==> config.mk <==
export PLATFORM = sky130hd
export DESIGN_NAME = psr_status
export DESIGN_NICKNAME = d
export VERILOG_FILES = /design/src/psr_pkg.sv /design/src/psr_sync.sv /design/src/psr_status.sv
export SDC_FILE = /design/constraint.sdc
export NUM_CORES = 1
export LEC_CHECK = 0
export ABC_AREA = 1
export BUFFER_PORTS_ARGS = -buffer_cell sky130_fd_sc_hd__buf_2
export CORE_MARGIN = 8
export CORE_UTILIZATION = 43
export DETAILED_ROUTE_END_ITERATION = 10
export PLACE_DENSITY = 0.76
export SYNTH_ARGS = -nofsm -noshare
export SYNTH_HDL_FRONTEND = slang
export SYNTH_SLANG_ARGS = --single-unit
==> constraint.sdc <==
create_clock -name sys_clk_i -period 0.82 [get_ports sys_clk_i]
set_input_delay 0.082 -clock sys_clk_i [delete_from_list [all_inputs] [get_ports sys_clk_i]]
set_output_delay 0.082 -clock sys_clk_i [all_outputs]
set_load 0.1 [all_outputs]
==> src/psr_pkg.sv <==
// package: address, bit positions and reset values of the pll status register
package psr_pkg;
	localparam logic [9:0] PSR_ADDR_PLL_STATUS = 10'h01F;
	localparam int PSR_BIT_LOCK = 0;
	localparam int PSR_BIT_REF_ONE_OK = 1;
	localparam int PSR_BIT_REF_TWO_OK = 2;
	localparam int PSR_BIT_VCO_OK = 3;
	localparam int PSR_BIT_REF_TWO_SEL = 4;
	localparam int PSR_BIT_HOLDOVER = 5;
	localparam int PSR_BIT_CAL_DONE = 6;
	localparam int PSR_NUM_SRC = 7;
	localparam logic [7:0] PSR_RESET_DATA = 8'h00;
	localparam logic [6:0] PSR_RESET_SYNC = 7'h00;
endpackage

==> src/psr_sync.sv <==
// two-flop synchroniser bank for the status sources
`timescale 1ns/1ps
module psr_sync
	import psr_pkg::*;
(
	input wire logic sys_clk_i,
	input wire logic rst_n_i,
	input wire logic [PSR_NUM_SRC-1:0] async_i,
	output logic [PSR_NUM_SRC-1:0] sync_o
);
	logic [PSR_NUM_SRC-1:0] meta_q;
	logic [PSR_NUM_SRC-1:0] sync_q;

	genvar g;
	generate
		for (g = 0; g < PSR_NUM_SRC; g++) begin : g_bit
			always_ff @(posedge sys_clk_i) begin
				if (!rst_n_i) begin
					meta_q[g] <= PSR_RESET_SYNC[g];
					sync_q[g] <= PSR_RESET_SYNC[g];
				end else begin
					meta_q[g] <= async_i[g];
					sync_q[g] <= meta_q[g];
				end
			end
		end
	endgenerate

	assign sync_o = sync_q;
endmodule

==> src/psr_status.sv <==
// pll status readback register on the control port
`timescale 1ns/1ps
// Behaviour
// RQ1 - bit 4 high when reference two selected
// RQ2 - bit 3 high when oscillator above threshold
// RQ3 - bit 2 high when reference two above threshold
// RQ4 - bit 1 high when reference one above threshold
// RQ5 - bit 0 high while loop digitally locked
// RQ6 - bit 5 high only while in holdover
// RQ7 - bit 6 high once calibration finished
// RQ8 - writes ignored; read returns synchronised live state
module psr_status
	import psr_pkg::*;
(
	input wire logic sys_clk_i,
	input wire logic rst_n_i,
	input wire logic [9:0] reg_addr_i,
	input wire logic reg_rd_i,
	input wire logic reg_wr_i,
	input wire logic [7:0] reg_wdata_i,
	input wire logic reference_input_two_sel_i,
	input wire logic vco_above_thresh_i,
	input wire logic reference_input_two_ok_i,
	input wire logic reference_input_one_ok_i,
	input wire logic digital_lock_i,
	input wire logic holdover_active_i,
	input wire logic cal_done_i,
	output logic [7:0] reg_rdata_o,
	output logic reg_rvalid_o
);
	logic [PSR_NUM_SRC-1:0] raw;
	logic [PSR_NUM_SRC-1:0] live;
	logic [7:0] status;
	logic [7:0] rdata_q;
	logic rvalid_q;
	logic hit;

	always_comb begin
		raw = '0;
		raw[PSR_BIT_LOCK] = digital_lock_i;
		raw[PSR_BIT_REF_ONE_OK] = reference_input_one_ok_i;
		raw[PSR_BIT_REF_TWO_OK] = reference_input_two_ok_i;
		raw[PSR_BIT_VCO_OK] = vco_above_thresh_i;
		raw[PSR_BIT_REF_TWO_SEL] = reference_input_two_sel_i;
		raw[PSR_BIT_HOLDOVER] = holdover_active_i;
		raw[PSR_BIT_CAL_DONE] = cal_done_i;
	end

	psr_sync u_sync (
		.sys_clk_i(sys_clk_i),
		.rst_n_i(rst_n_i),
		.async_i(raw),
		.sync_o(live)
	);

	always_comb begin
		status = 8'h00;
		status[PSR_BIT_LOCK] = live[PSR_BIT_LOCK]; // [RQ5]
		status[PSR_BIT_REF_ONE_OK] = live[PSR_BIT_REF_ONE_OK]; // [RQ4]
		status[PSR_BIT_REF_TWO_OK] = live[PSR_BIT_REF_TWO_OK]; // [RQ3]
		status[PSR_BIT_VCO_OK] = live[PSR_BIT_VCO_OK]; // [RQ2]
		status[PSR_BIT_REF_TWO_SEL] = live[PSR_BIT_REF_TWO_SEL]; // [RQ1]
		status[PSR_BIT_HOLDOVER] = live[PSR_BIT_HOLDOVER]; // [RQ6]
		status[PSR_BIT_CAL_DONE] = live[PSR_BIT_CAL_DONE]; // [RQ7]
	end

	assign hit = (reg_addr_i == PSR_ADDR_PLL_STATUS);

	// read capture; writes have no effect on any state
	always_ff @(posedge sys_clk_i) begin
		if (!rst_n_i) begin
			rdata_q <= PSR_RESET_DATA;
			rvalid_q <= 1'b0;
		end else begin
			rvalid_q <= reg_rd_i; // [RQ8]
			if (reg_rd_i) begin
				rdata_q <= hit ? status : 8'h00; // [RQ8]
			end
		end
	end

	assign reg_rdata_o = rdata_q;
	assign reg_rvalid_o = rvalid_q;

	property p_rd_lock;
		@(posedge sys_clk_i) disable iff (!rst_n_i)
		reg_rd_i && hit && $past(rst_n_i) && $past(rst_n_i, 2) |=>
		reg_rdata_o[PSR_BIT_LOCK] == $past(digital_lock_i, 3);
	endproperty
	a_rd_lock: assert property (p_rd_lock) // [RQ5]
		else $error("lock bit wrong");

	property p_rd_ref_one;
		@(posedge sys_clk_i) disable iff (!rst_n_i)
		reg_rd_i && hit && $past(rst_n_i) && $past(rst_n_i, 2) |=>
		reg_rdata_o[PSR_BIT_REF_ONE_OK] == $past(reference_input_one_ok_i, 3);
	endproperty
	a_rd_ref_one: assert property (p_rd_ref_one) // [RQ4]
		else $error("reference one bit wrong");

	property p_rd_ref_two;
		@(posedge sys_clk_i) disable iff (!rst_n_i)
		reg_rd_i && hit && $past(rst_n_i) && $past(rst_n_i, 2) |=>
		reg_rdata_o[PSR_BIT_REF_TWO_OK] == $past(reference_input_two_ok_i, 3);
	endproperty
	a_rd_ref_two: assert property (p_rd_ref_two) // [RQ3]
		else $error("reference two bit wrong");

	property p_rd_vco;
		@(posedge sys_clk_i) disable iff (!rst_n_i)
		reg_rd_i && hit && $past(rst_n_i) && $past(rst_n_i, 2) |=>
		reg_rdata_o[PSR_BIT_VCO_OK] == $past(vco_above_thresh_i, 3);
	endproperty
	a_rd_vco: assert property (p_rd_vco) // [RQ2]
		else $error("vco bit wrong");

	property p_rd_sel;
		@(posedge sys_clk_i) disable iff (!rst_n_i)
		reg_rd_i && hit && $past(rst_n_i) && $past(rst_n_i, 2) |=>
		reg_rdata_o[PSR_BIT_REF_TWO_SEL] == $past(reference_input_two_sel_i, 3);
	endproperty
	a_rd_sel: assert property (p_rd_sel) // [RQ1]
		else $error("select bit wrong");

	property p_rd_hold;
		@(posedge sys_clk_i) disable iff (!rst_n_i)
		reg_rd_i && hit && $past(rst_n_i) && $past(rst_n_i, 2) |=>
		reg_rdata_o[PSR_BIT_HOLDOVER] == $past(holdover_active_i, 3);
	endproperty
	a_rd_hold: assert property (p_rd_hold) // [RQ6]
		else $error("holdover bit wrong");

	property p_rd_cal;
		@(posedge sys_clk_i) disable iff (!rst_n_i)
		reg_rd_i && hit && $past(rst_n_i) && $past(rst_n_i, 2) |=>
		reg_rdata_o[PSR_BIT_CAL_DONE] == $past(cal_done_i, 3);
	endproperty
	a_rd_cal: assert property (p_rd_cal) // [RQ7]
		else $error("cal bit wrong");

	property p_wr_ignored;
		@(posedge sys_clk_i) disable iff (!rst_n_i)
		reg_wr_i && !reg_rd_i |=> $stable(reg_rdata_o) && !reg_rvalid_o;
	endproperty
	a_wr_ignored: assert property (p_wr_ignored) // [RQ8]
		else $error("write changed data");

	property p_wr_during_rd;
		@(posedge sys_clk_i) disable iff (!rst_n_i)
		reg_rd_i && reg_wr_i && hit && $past(rst_n_i) && $past(rst_n_i, 2)
		|=> reg_rdata_o == {1'b0, $past(raw, 3)};
	endproperty
	a_wr_during_rd: assert property (p_wr_during_rd) // [RQ8]
		else $error("write disturbed read data");

	property p_top_zero;
		@(posedge sys_clk_i) disable iff (!rst_n_i)
		reg_rvalid_o |-> reg_rdata_o[7] == 1'b0;
	endproperty
	a_top_zero: assert property (p_top_zero) // [RQ8]
		else $error("bit 7 not zero");

	property p_rd_answer;
		@(posedge sys_clk_i) disable iff (!rst_n_i)
		reg_rd_i |=> reg_rvalid_o;
	endproperty
	a_rd_answer: assert property (p_rd_answer) // [RQ8]
		else $error("read not answered");

	property p_idle_quiet;
		@(posedge sys_clk_i) disable iff (!rst_n_i)
		!reg_rd_i |=> !reg_rvalid_o && $stable(reg_rdata_o);
	endproperty
	a_idle_quiet: assert property (p_idle_quiet) // [RQ8]
		else $error("answer without read");

	property p_rd_unmapped;
		@(posedge sys_clk_i) disable iff (!rst_n_i)
		reg_rd_i && !hit |=> reg_rdata_o == 8'h00;
	endproperty
	a_rd_unmapped: assert property (p_rd_unmapped) // [RQ8]
		else $error("unmapped read not zero");

	property p_rst_values;
		@(posedge sys_clk_i)
		!rst_n_i |=> reg_rdata_o == PSR_RESET_DATA && !reg_rvalid_o;
	endproperty
	a_rst_values: assert property (p_rst_values) // [RQ8]
		else $error("reset values wrong");

	property p_live_sync;
		@(posedge sys_clk_i) disable iff (!rst_n_i)
		$past(rst_n_i) && $past(rst_n_i, 2) |-> live == $past(raw, 2);
	endproperty
	a_live_sync: assert property (p_live_sync) // [RQ8]
		else $error("synchroniser path wrong");

	property p_cv_read_locked;
		@(posedge sys_clk_i) disable iff (!rst_n_i)
		reg_rd_i && hit ##1 reg_rdata_o[PSR_BIT_LOCK];
	endproperty
	c_read_locked: cover property (p_cv_read_locked);

	property p_cv_read_holdover;
		@(posedge sys_clk_i) disable iff (!rst_n_i)
		reg_rd_i && hit ##1 reg_rdata_o[PSR_BIT_HOLDOVER];
	endproperty
	c_read_holdover: cover property (p_cv_read_holdover);

	property p_cv_write;
		@(posedge sys_clk_i) disable iff (!rst_n_i)
		reg_wr_i && hit;
	endproperty
	c_write: cover property (p_cv_write);

	property p_cv_unmapped;
		@(posedge sys_clk_i) disable iff (!rst_n_i)
		reg_rd_i && !hit;
	endproperty
	c_unmapped: cover property (p_cv_unmapped);

	property p_cv_back_to_back;
		@(posedge sys_clk_i) disable iff (!rst_n_i)
		reg_rd_i ##1 reg_rd_i;
	endproperty
	c_back_to_back: cover property (p_cv_back_to_back);
endmodule

==> reports/results.ini <==
[clock_network]
cts-buffers-inserted = 3
postCtsSetupRepairBufs = 0
htreeDepth = 1
clkTransAtPathRegs_ns = 0.12
cts_tree = built
root_buffer = clkbuf_4
clkSinkCount = 22
cts_buffer_depth = 2
insertion_delay_ns = 0.30

[pwr]
powerDensity_mw_per_mm2 = 2000
p_leak_uw = 0.000589
peakVddDrop_mv = 1.40

[synthesis]
synth.area.mux_share_pct = 0
synth_area_leader_cell = dfxtp_1
yosys-top-cells-area = dfxtp_1 58%, nand2_1 8.9%, inv_1 7.9%, a21oi_2 5.7%, nand3_1 4.6%
synthAdderAreaFrac_pct = 0
synth_simple_gate_area_share_pct = 18.9
syn_avg_cell_area_sq_um = 8.76
synth_nets = 116
synth-seq-cells = 22
synth-compound-area-share_pct = 11.7
synth_top_family_by_area = simple AND/OR/NAND/NOR gates
synth.distinct_cells = 14
ys_warn_count = 0
syn_area_sq_um = 762
syn_inst = 87
synth_xor_xnor_area_share_pct = 0
seq_area_frac_synth_pct = 57.8
synth_top_area_share_pct = 57.8

[global_routing]
antenna_found_initial = 0
grt_max_degree = 16
grt_pass1_vias = 569
grt_pass1_wl_mm = 2.53
grt_usage_pct = 10.1
grt_remaining_overflow = 0

[setup_path]
worstPathArrival_ns = 0.85
critPathKind = register to output pin
slowest_delay_ns = 0.38
cp_top_family = flip-flops
start_kind = register
cp-end-kind = output pin
crit_buf_inv = 1
cp_max_fo = 2
crit_chain = buf_12
crit_required_ns = 0.74
cp_slowest_cell = dfxtp_4

[cells_and_area]
antenna_cells = 0
layout-drive-gt1-share_pct = 39.3
final_area_sq_mm = 0.00117
layout_common_cells = 19 x buf_2, 18 x nand2_1, 16 x inv_1, 14 x dfxtp_1, 8 x buf_12
area_growth_pct = 53.4
final_common_cell = buf_2
final_util_pct = 69.2
final_net_count = 152

[placement]
gp_congestion = 0.706
dp_hpwl_mm = 1.10
placed_cell_area_sq_mm = 0.00105
port-buffer-count = 27

[timing]
rsz0062_at_grt = true
slew_violations = 0
fin_crit_ns = 0.933
clock.fmax_mhz = 1070
finalCritPeriodShare_pct = 114
setup_ws_ns = -0.113
finalHoldViolCount = 0
finalSetupViolations = 8
fin_skew_ns = 0.00822

[hold_path]
hp-class = input pin to register

[floorplanning]
core_sq_mm = 0.00169
initial_core_util_pct = 45.1
io_pins = 38
dieArea_sq_mm = 0.00338
rows = 15
die_h_um = 58.1
die_width_um = 58.1

[detailed_routing]
drc = 0
drtPass1Iterations = 4
wire_per_inst_um = 10.7
wl_mm = 1.49
first_iter_violations = 7
ant_nets = 0
num_vias = 619
viasPerCell = 4.45

[status]
violations = setup timing
outcome = finished, violations left

[job]
drv_cap = 0

-- repair_timing --
item,CTS,global route
endpoints found under the setup margin,8,9
resized for setup,0,1
pin swaps,0,0
hold endpoints to repair,7,0
hold buffers,7,0
-- layout make-up --
cell class	instances	area (sq um)
Multi-Input combinational cell	45	236
Fill cell	122	520
Clock inverter	1	30.0
Tap cell	17	21.3
Sequential cell	22	465
Clock buffer	3	22.5
Timing Repair Buffer	35	333
Inverter	16	60.1
-- Yosys cell counts --
master    n
buf_2     2
inv_1    16
a21oi_2   5
nand2_4   1
nand3_1   7
nor2_1    2
nand2_1  18
nor2_4    2
buf_4     2
dfxtp_1  22
a21oi_1   2
conb_1    1
o21ai_1   1
o21ai_0   6
-- report_power, final --
| part | internal, uW | total (uW) | switching (uW) |
|---|---|---|---|
| sequential | 1110 | 1140 | 25.5 |
| combinational | 157 | 404 | 247 |
| clock | 494 | 798 | 304 |
-- flip-flops by register name, summed over array words and instances, names as in the netlist --
signal         flops
u_sync.sync_o      7
reg_rvalid_o       1
u_sync.meta_q      7
reg_rdata_o        7
-- stage by stage --
step / total power (uW) / instances / setup slack, ns / hold WS, ns / TNS (ns)
floorplan: 1400 / 87 / -0.161 / 0.180 / -0.161
CTS: 2370 / 139 / -0.129 / 0.0720 / -0.966
global route: 2450 / 139 / -0.151 / 0.0891 / -1.13
global placement: 1530 / 128 / 0.0148 / 0.261 / 0
finish: 2340 / 139 / -0.113 / 0.0898 / -0.801
detailed placement: 1540 / 128 / -0.0778 / 0.271 / -0.291
-- logic make-up (layout without fill, tap and decap cells) --
group / after synthesis / after routing
AOI/OAI and AO/OA: 14 / 14
buffers and inverters: 20 / 55
DFF: 22 / 22
other: 1 / 1
and+or+nand+nor: 30 / 30
-- worst paths after layout --
| check | slack (ns) | cells after the start | end | start |
|---|---|---|---|---|
| worst max-delay path | -0.11 | 1 | reg_rdata_o[6] | reg_rdata_o[6]$_SDFFE_PN0P_ |
| worst min-delay path | 0.09 | 3 | u_sync.sync_o[0]$_SDFF_PN0_ | rst_n_i |
| worst max register to register | 0.01 | 2 | reg_rdata_o[0]$_SDFFE_PN0P_ | reg_rdata_o[0]$_SDFFE_PN0P_ |
| worst min register to register | 0.42 | 2 | u_sync.sync_o[0]$_SDFF_PN0_ | u_sync.meta_q[0]$_SDFF_PN0_ |
-- metal layers --
layer  track usage [%]  up-vias  wire length, um
li1                  -      330                -
met1              8.70      257              528
met2              16.4       26              732
met3              5.30        6              170
met4              9.44        0               55
met5                 0        -                0
Power figures use the tool's default switching activity.
